## config.mk

```make
export PLATFORM = sky130hd
export DESIGN_NAME = lfcr_link_format
export DESIGN_NICKNAME = d
export VERILOG_FILES = /design/src/verilog/lfcr_pkg.sv /design/src/verilog/lfcr_hamming_fix.sv /design/src/verilog/lfcr_link_format.sv
export VERILOG_INCLUDE_DIRS = /design/src /design/src/verilog
export SDC_FILE = /design/constraint.sdc
export NUM_CORES = 1
export LEC_CHECK = 0
export BUFFER_PORTS_ARGS = -buffer_cell sky130_fd_sc_hd__buf_2
export CAP_MARGIN = 5
export CORE_MARGIN = 5
export CORE_UTILIZATION = 36
export DETAILED_ROUTE_END_ITERATION = 16
export GPL_TIMING_DRIVEN = 0
export PLACE_DENSITY = 0.59
export SLEW_MARGIN = 20
export SYNTH_ARGS = -nofsm -noshare
export SYNTH_HDL_FRONTEND = slang
export SYNTH_SLANG_ARGS = --single-unit
```

## constraint.sdc

```tcl
create_clock -name mclk -period 8.4 [get_ports mclk]
set_input_delay 0 -clock mclk [delete_from_list [all_inputs] [get_ports mclk]]
set_output_delay 0 -clock mclk [all_outputs]
set_load 0.02 [all_outputs]
```

## src/verilog/lfcr_consts.svh

```systemverilog
// Offsets, field positions, reset values and widths of the link format register.
`ifndef LFCR_CONSTS_SVH
`define LFCR_CONSTS_SVH

`define LFCR_ADDR_RESERVED 8'h06
`define LFCR_ADDR_CONFIG 8'h07
`define LFCR_RESERVED_VALUE 8'h02
`define LFCR_BIT_DOUBLE 7
`define LFCR_BIT_RATE 6
`define LFCR_BIT_WIDTH 5
`define LFCR_BIT_EDGE 4
`define LFCR_BIT_TRACK 3
`define LFCR_BIT_ENCODE 2
`define LFCR_CHECK_MSB 1
`define LFCR_CHECK_LSB 0
`define LFCR_CHECK_PARITY 2'h0
`define LFCR_CHECK_CRC 2'h1
`define LFCR_CHECK_HAMMING 2'h2
`define LFCR_CHECK_FORBIDDEN 2'h3
`define LFCR_CONFIG_RESET 8'h00
`define LFCR_DATA_WIDTH 24
`define LFCR_CODE_WIDTH 6
`define LFCR_INTERLEAVE_DEPTH 16
`define LFCR_SLOT_WIDTH 4
`define LFCR_CRC_POLY 6'h03
`define LFCR_READ_UNMAPPED 8'h00

`endif

```

## src/verilog/lfcr_pkg.sv

```systemverilog
// Types shared by the link format register block.
package lfcr_pkg;

  typedef logic [7:0] lfcr_byte_t;

  // Start-up phases: reset held, strap settling, normal running.
  typedef enum logic [2:0] {
    LFCR_PH_HOLD = 3'b001,
    LFCR_PH_SETTLE = 3'b010,
    LFCR_PH_RUN = 3'b100
  } lfcr_phase_e;

endpackage : lfcr_pkg
```

## src/verilog/lfcr_hamming_fix.sv

```systemverilog
// Single-error-correct, double-error-detect decoder for one 24-bit word with a 6-bit code.
`timescale 1ns/1ps
`default_nettype none
`include "lfcr_consts.svh"

module lfcr_hamming_fix
  import lfcr_pkg::*;
(
  input wire logic [`LFCR_DATA_WIDTH-1:0] data_in,
  input wire logic [`LFCR_CODE_WIDTH-1:0] code_in,
  output logic [`LFCR_DATA_WIDTH-1:0] data_fixed,
  output logic single_err,
  output logic double_err
);

  // Data sits at the non-power-of-two positions 3..29, check bits at 1,2,4,8,16, bit 5 is overall.
  always_comb begin
    logic [29:0] word;
    logic [4:0] syndrome;
    logic overall;
    int d;
    int k;
    word = 30'h00000000;
    syndrome = 5'h00;
    overall = 1'b0;
    d = 0;
    k = 0;
    for (int p = 1; p < 30; p++) begin
      if ((p & (p - 1)) == 0) begin
        word[p] = code_in[k]; // Check bit k sits at position two to the power k.
        k = k + 1;
      end else begin
        word[p] = data_in[d];
        d = d + 1;
      end
      if (word[p]) begin
        syndrome = syndrome ^ 5'(p);
      end
    end
    overall = (^data_in) ^ (^code_in);
    single_err = overall;
    double_err = (syndrome != 5'h00) && !overall;
    if (overall && (syndrome != 5'h00) && (syndrome < 5'd30)) begin
      word[syndrome] = ~word[syndrome];
    end
    data_fixed = {`LFCR_DATA_WIDTH{1'b0}};
    d = 0;
    for (int p = 1; p < 30; p++) begin
      if ((p & (p - 1)) != 0) begin
        data_fixed[d] = word[p];
        d = d + 1;
      end
    end
  end

endmodule : lfcr_hamming_fix

`default_nettype wire

```

## src/verilog/lfcr_link_format.sv

```systemverilog
// Link format configuration register with strap defaults and the selected error check path.
`timescale 1ns/1ps
`default_nettype none
`include "lfcr_consts.svh"

// What this block does
// - Bit 7 picks single (0) or double (1) input, and starts at double only when the local enable pin is low and the double strap is high.
// - Bit 5 picks 24-bit (0) or 32-bit (1) words, and starts at 32-bit only when the local enable pin is low and the width strap is high.
// - Bit 4 picks the output clock edge, 0 meaning data valid on the rising edge, and starts at 1 only when the local enable pin is low and the edge strap is high.
// - Bit 3 turns sync tracking off (0) or on (1), and starts on only when the local enable pin is low and the sync strap is high.
// - Bit 2 turns sync encoding off (0) or on (1), and starts on only when the local enable pin is low and the sync strap is high.
// - Bits 1:0 pick parity (00), six-bit CRC (01) or six-bit Hamming correction (10), and 11 is never to be written.
// - In Hamming mode single-bit errors are corrected and double-bit errors detected, with codes interleaved across sixteen words.
// - The check field starts at Hamming when the local enable pin is low and the check strap is high, and at parity otherwise.
module lfcr_link_format
  import lfcr_pkg::*;
(
  input wire logic mclk,
  input wire logic rst,
  input wire logic local_channel_enable_pin,
  input wire logic double_strap_pin,
  input wire logic width_strap_pin,
  input wire logic edge_strap_pin,
  input wire logic sync_strap_pin,
  input wire logic check_strap_pin,
  input wire logic reg_wr_en,
  input wire logic reg_rd_en,
  input wire logic [7:0] reg_addr,
  input wire logic [7:0] reg_wdata,
  output logic [7:0] reg_rdata,
  output logic reg_rd_valid,
  output logic config_ready,
  output logic double_input_select,
  output logic rate_select,
  output logic word_width_select,
  output logic output_edge_select,
  output logic sync_tracking_enable,
  output logic sync_encoding_enable,
  output logic [1:0] error_check_mode,
  input wire logic link_valid,
  input wire logic [`LFCR_DATA_WIDTH-1:0] link_data,
  input wire logic [`LFCR_CODE_WIDTH-1:0] link_check,
  output logic out_valid,
  output logic [`LFCR_DATA_WIDTH-1:0] out_data,
  output logic err_detected,
  output logic err_corrected
);

  logic [5:0] pin_meta;
  logic [5:0] pin_sync;
  lfcr_phase_e phase;
  lfcr_byte_t config_q;
  lfcr_byte_t next_config;
  lfcr_byte_t strap_config;
  logic [`LFCR_DATA_WIDTH-1:0] delay_mem [`LFCR_INTERLEAVE_DEPTH];
  logic [`LFCR_INTERLEAVE_DEPTH-1:0] slot_full;
  logic [`LFCR_SLOT_WIDTH-1:0] slot;
  logic [`LFCR_DATA_WIDTH-1:0] ham_fixed;
  logic ham_single;
  logic ham_double;
  logic [`LFCR_CODE_WIDTH-1:0] crc_value;

  // Strap and enable pins come from outside and pass two flip-flops first.
  always_ff @(posedge mclk) begin
    pin_meta <= {local_channel_enable_pin, double_strap_pin, width_strap_pin,
                 edge_strap_pin, sync_strap_pin, check_strap_pin};
    pin_sync <= pin_meta;
  end

  // Power-up value of each field but the rate bit from the synchronised straps; the rate bit always starts at 0.
  always_comb begin
    strap_config = `LFCR_CONFIG_RESET;
    if (!pin_sync[5]) begin
      strap_config[`LFCR_BIT_DOUBLE] = pin_sync[4];
      strap_config[`LFCR_BIT_WIDTH] = pin_sync[3];
      strap_config[`LFCR_BIT_EDGE] = pin_sync[2];
      strap_config[`LFCR_BIT_TRACK] = pin_sync[1];
      strap_config[`LFCR_BIT_ENCODE] = pin_sync[1];
      if (pin_sync[0]) begin
        strap_config[`LFCR_CHECK_MSB:`LFCR_CHECK_LSB] = `LFCR_CHECK_HAMMING;
      end
    end
    strap_config[`LFCR_BIT_RATE] = 1'b0;
  end

  // Start-up sequence: wait one cycle for the synchronisers to fill, then load the straps.
  always_ff @(posedge mclk) begin
    if (rst) begin
      phase <= LFCR_PH_HOLD;
    end else begin
      unique case (phase)
        LFCR_PH_HOLD: begin
          phase <= LFCR_PH_SETTLE;
        end
        LFCR_PH_SETTLE: begin
          phase <= LFCR_PH_RUN;
        end
        LFCR_PH_RUN: begin
          phase <= LFCR_PH_RUN;
        end
        default: begin
          phase <= LFCR_PH_HOLD;
        end
      endcase
    end
  end

  // Host write: a forbidden check code leaves the old check setting in place.
  always_comb begin
    next_config = config_q;
    if (phase == LFCR_PH_SETTLE) begin
      next_config = strap_config;
    end else if (phase == LFCR_PH_RUN && reg_wr_en && reg_addr == `LFCR_ADDR_CONFIG) begin
      next_config = reg_wdata;
      if (reg_wdata[`LFCR_CHECK_MSB:`LFCR_CHECK_LSB] == `LFCR_CHECK_FORBIDDEN) begin
        next_config[`LFCR_CHECK_MSB:`LFCR_CHECK_LSB] =
          config_q[`LFCR_CHECK_MSB:`LFCR_CHECK_LSB];
      end
    end
  end

  // Configuration register; the edge bit is applied as written, the host times its change.
  always_ff @(posedge mclk) begin
    if (rst) begin
      config_q <= `LFCR_CONFIG_RESET;
    end else begin
      config_q <= next_config;
    end
  end

  // Field outputs follow the register directly.
  always_comb begin
    double_input_select = config_q[`LFCR_BIT_DOUBLE];
    rate_select = config_q[`LFCR_BIT_RATE];
    word_width_select = config_q[`LFCR_BIT_WIDTH];
    output_edge_select = config_q[`LFCR_BIT_EDGE];
    sync_tracking_enable = config_q[`LFCR_BIT_TRACK];
    sync_encoding_enable = config_q[`LFCR_BIT_ENCODE];
    error_check_mode = config_q[`LFCR_CHECK_MSB:`LFCR_CHECK_LSB];
    config_ready = phase[2]; // One-hot bit of the running phase, straight from its flop.
  end

  // Register read; the reserved location always shows its fixed pattern and ignores writes.
  always_ff @(posedge mclk) begin
    if (rst) begin
      reg_rdata <= 8'h00;
      reg_rd_valid <= 1'b0;
    end else begin
      reg_rd_valid <= reg_rd_en;
      if (reg_rd_en) begin
        if (reg_addr == `LFCR_ADDR_CONFIG) begin
          reg_rdata <= config_q;
        end else if (reg_addr == `LFCR_ADDR_RESERVED) begin
          reg_rdata <= `LFCR_RESERVED_VALUE;
        end else begin
          reg_rdata <= `LFCR_READ_UNMAPPED;
        end
      end
    end
  end

  // Six-bit CRC over the data word, most significant bit first.
  always_comb begin
    logic fb;
    fb = 1'b0;
    crc_value = 6'h00;
    for (int i = `LFCR_DATA_WIDTH - 1; i >= 0; i--) begin
      fb = crc_value[5] ^ link_data[i];
      crc_value = {crc_value[4:0], 1'b0};
      if (fb) begin
        crc_value = crc_value ^ `LFCR_CRC_POLY;
      end
    end
  end

  // The code arriving now belongs to the word received sixteen words earlier in this slot.
  lfcr_hamming_fix u_hamming_fix (
    .data_in(delay_mem[slot]),
    .code_in(link_check),
    .data_fixed(ham_fixed),
    .single_err(ham_single),
    .double_err(ham_double)
  );

  // Interleave store: one word per slot, slot index wraps over sixteen words.
  always_ff @(posedge mclk) begin
    if (rst) begin
      slot <= 4'h0;
      slot_full <= 16'h0000;
    end else if (!config_ready ||
                 error_check_mode != `LFCR_CHECK_HAMMING) begin
      slot <= 4'h0;
      slot_full <= 16'h0000;
    end else if (link_valid) begin
      delay_mem[slot] <= link_data;
      slot_full[slot] <= 1'b1;
      slot <= slot + 4'h1;
    end
  end

  // Checked output word and error pulses for the selected check mode.
  always_ff @(posedge mclk) begin
    if (rst) begin
      out_valid <= 1'b0;
      out_data <= {`LFCR_DATA_WIDTH{1'b0}};
      err_detected <= 1'b0;
      err_corrected <= 1'b0;
    end else begin
      out_valid <= 1'b0;
      err_detected <= 1'b0;
      err_corrected <= 1'b0;
      if (link_valid && config_ready) begin
        unique case (error_check_mode)
          `LFCR_CHECK_PARITY: begin
            out_valid <= 1'b1;
            out_data <= link_data;
            err_detected <= (^link_data) ^ link_check[0];
          end
          `LFCR_CHECK_CRC: begin
            out_valid <= 1'b1;
            out_data <= link_data;
            err_detected <= (crc_value != link_check);
          end
          `LFCR_CHECK_HAMMING: begin
            out_valid <= slot_full[slot];
            out_data <= ham_fixed;
            err_detected <= slot_full[slot] && ham_double;
            err_corrected <= slot_full[slot] && ham_single;
          end
          `LFCR_CHECK_FORBIDDEN: begin
            out_valid <= 1'b0;
          end
        endcase
      end
    end
  end

endmodule : lfcr_link_format

`default_nettype wire

```

==> run metrics <==
Post-CTS Resized 0; post-synthesis cell area 19,900 um^2; final core occ 43.6%; remaining antenna violation count after routing 0; height of the die 245 um; antenna violations before repair 1; mean routed wirelength per cell 26.2 um; syn avg cell area 16.7 um^2; dominant synthesized flop cell sky130_fd_sc_hd__edfxtp_1; area of the die 60,200 um^2; DR iter-0 viols 1,242; H-Tree Level Count 2; synth warn 0; number of CTS-inserted buffers 48; Cell variety after synth 73; worst setup margin 3210 ps; type of the worst setup path flop to flop; via count of the first global-routing pass 12,100; Tot Pwr 4.97 mW; number of pins with negative max-slew slack in the final report 0; Hold Crit Class input port to flop; VDD IR-drop max 0.000129 V; register area share after synthesis 66.2%; first-pass GRT wire length 83,700 um; fraction of layout cells with a size suffix above 1 25.4%; Tcrit/Tclk final 61.8%; Synth async-reset ratio 0%; category of the worst setup path launch point flop; final std cells w/o fill 2,203; number of nets produced by synthesis 1,252; setup skew after layout 33.1 ps; most common library cells after synthesis sky130_fd_sc_hd__edfxtp_1, sky130_fd_sc_hd__mux4_2, sky130_fd_sc_hd__dfxtp_1; effective utilization at floorplan 36.2%; share of Yosys cell area claimed by the top area cell type 57.9%; critical-path maximum fanout 10; Final setup viols 0; library cell with the largest summed area after synthesis sky130_fd_sc_hd__edfxtp_1; Leakage 7.95 nW; Residual DRC 0; total global routing overflow 0; largest net degree at the start of global routing 21; synthesized instance count 1,191; I/O pin count 102; number of clock sinks 467; number of nets in the layout 1,477; number of search-and-repair iterations in the first detailed-routing pass 5; RSZ-0062 raised after global routing false; Post-synth EDFFs 384; crit path DAT 5650 ps; synth top area cells sky130_fd_sc_hd__edfxtp_1, sky130_fd_sc_hd__mux4_2, sky130_fd_sc_hd__dfxtp_1; Hold Vio Cnt, Final 0; die span in x 245 um; Routed WL 57,700 um; clk root buf sky130_fd_sc_hd__clkbuf_16; Placeable Area 55,000 um^2; clock insertion delay at the later pin of the skew report 600 ps; measured slew at the worst slew-check pin 801 ps; number of storage elements in the synthesis netlist 467; area growth from synthesis to layout 20.3%; Final min period 5190 ps; remaining max-slew budget at the tightest pin 46.5%; GP Congestion 0.942; overall global routing resource usage 18.9%; Post-DP HPWL 39,800 um; clock tree from TritonCTS built; kind of end point of the critical path flop; total instance count after detailed placement 2,070; most common cell in the synthesized netlist sky130_fd_sc_hd__edfxtp_1; total negative slack for setup checks 0 ps; count of antenna diodes in the layout 0; Power Dens Cells 208 nW/um^2; vias per std cell 5.43; Fill cells 4,793; footprint of the multi-input gates 6420 um^2; Placement Setup Slack 3290 ps; max cap viols 0; run status completed; Peak Freq 193 MHz; sequential cell area in the final layout 13,200 um^2; Site Rows 86; quantity of I/O buffers inserted on ports 99; clock-pin slew of the registers on the worst-case setup and hold paths 70 ps; number of buffers on the longest clock path 3; vias after detailed routing 12,000; data required time at the worst endpoint 8870 ps
[what timing repair did]
action                                  in CTS  in global routing
endpoints found under the setup margin       0                  0
hold endpoints to repair                   431                  0
hold buffers                                44                  0
setup buffers                                0                  0
[cell usage in the layout (no fill, tap or decap), types with 14 or more instances in the layout]
cell | netlist | layout
sky130_fd_sc_hd__buf_4 | 9 | 21
sky130_fd_sc_hd__mux4_2 | 98 | 98
sky130_fd_sc_hd__dlygate4sd3_1 | 0 | 44
sky130_fd_sc_hd__nand2_1 | 59 | 59
sky130_fd_sc_hd__xor2_1 | 21 | 21
sky130_fd_sc_hd__nor2_1 | 66 | 54
sky130_fd_sc_hd__a22oi_1 | 33 | 33
sky130_fd_sc_hd__a21oi_1 | 34 | 34
sky130_fd_sc_hd__buf_2 | 12 | 111
sky130_fd_sc_hd__nor3_1 | 18 | 14
sky130_fd_sc_hd__nand3_1 | 46 | 46
sky130_fd_sc_hd__a21o_1 | 24 | 24
sky130_fd_sc_hd__mux2i_1 | 14 | 14
sky130_fd_sc_hd__edfxtp_1 | 384 | 384
sky130_fd_sc_hd__clkbuf_16 | 0 | 49
sky130_fd_sc_hd__a211oi_1 | 14 | 14
sky130_fd_sc_hd__xnor2_1 | 73 | 73
sky130_fd_sc_hd__dfxtp_1 | 83 | 83
sky130_fd_sc_hd__clkbuf_1 | 25 | 38
[final cells by class]
class                           instances  share of cell area, %
Inverter                                7                  0.110
Multi-Input combinational cell        659                   26.8
Clock inverter                         25                   1.06
Timing Repair Buffer                  175                   6.00
Sequential cell                       467                   55.0
Clock buffer                           64                   5.43
Buffer                                 58                   1.65
Tap cell                              748                   3.90
[sequential cells by signal (all words and copies together) (netlist names), 4 cells and up, named ones only]
name       count
config_q       8
pin_meta       6
delay_mem    384
pin_sync       6
slot           4
out_data      24
slot_full     16
reg_rdata      8
[metrics by stage]
step	hold slack (ps)	cell area (um^2)
finish	43.9	24000
floorplan	27.7	19900
CTS	6.05	24000
global route	31.9	24000
global placement	103	21400
detailed placement	105	22000
[report_power, final]
part / switching (mW) / internal (mW) / leakage, nW
Sequential: 0.0114 / 2.52 / 4.12
Combinational: 0.202 / 0.128 / 3.07
Clock: 0.899 / 1.22 / 0.754
Total: 1.11 / 3.86 / 7.95
[cells by family (layout without fill, tap and decap cells)]
kind of cell,Yosys count,after routing,share of synthesized area [%]
AO/OA/AOI/OAI,171,171,6.36
XOR/XNOR,113,113,6.11
adder cells (fa/ha/maj),5,5,0.301
buffers and inverters,65,329,2.12
flip-flops,467,467,66.2
multiplexers,119,119,12.7
AND/OR/NAND/NOR,251,251,6.20
[worst max-delay path, stage by stage, from the launching register on]
cell and delay [ps]:
sky130_fd_sc_hd__dfxtp_1 340, sky130_fd_sc_hd__buf_2 290, sky130_fd_sc_hd__buf_2 400, sky130_fd_sc_hd__mux4_2 360, sky130_fd_sc_hd__a22oi_1 200, sky130_fd_sc_hd__nand3_1 370
sky130_fd_sc_hd__xor2_1 380, sky130_fd_sc_hd__xor3_1 520, sky130_fd_sc_hd__xnor2_1 410, sky130_fd_sc_hd__xnor2_1 340, sky130_fd_sc_hd__a31oi_1 610, sky130_fd_sc_hd__nand2_1 400
sky130_fd_sc_hd__o311a_1 440
[final timing paths]
path | from | to | slack [ps] | cells past startpoint
worst min-delay path | width_strap_pin | pin_meta[3] | 40 | 2
worst max-delay path | flop | out_data[10] | 3210 | 12
worst min register to register | pin_meta[1] | pin_sync[1] | 330 | 0
worst max register to register | flop | out_data[10] | 3210 | 12
[layer usage]
| metal | up-vias | share of wire [%] | global-route usage (%) |
|---|---|---|---|
| met3 | 78 | 5.8 | 2.59 |
| li1 | 5189 | - | - |
| met1 | 6279 | 42 | 26.0 |
| met2 | 415 | 50 | 31.9 |
| met5 | - | 0 | 0 |
| met4 | 0 | 2.4 | 5.15 |
No activity file was read; power rests on OpenSTA's default activity.
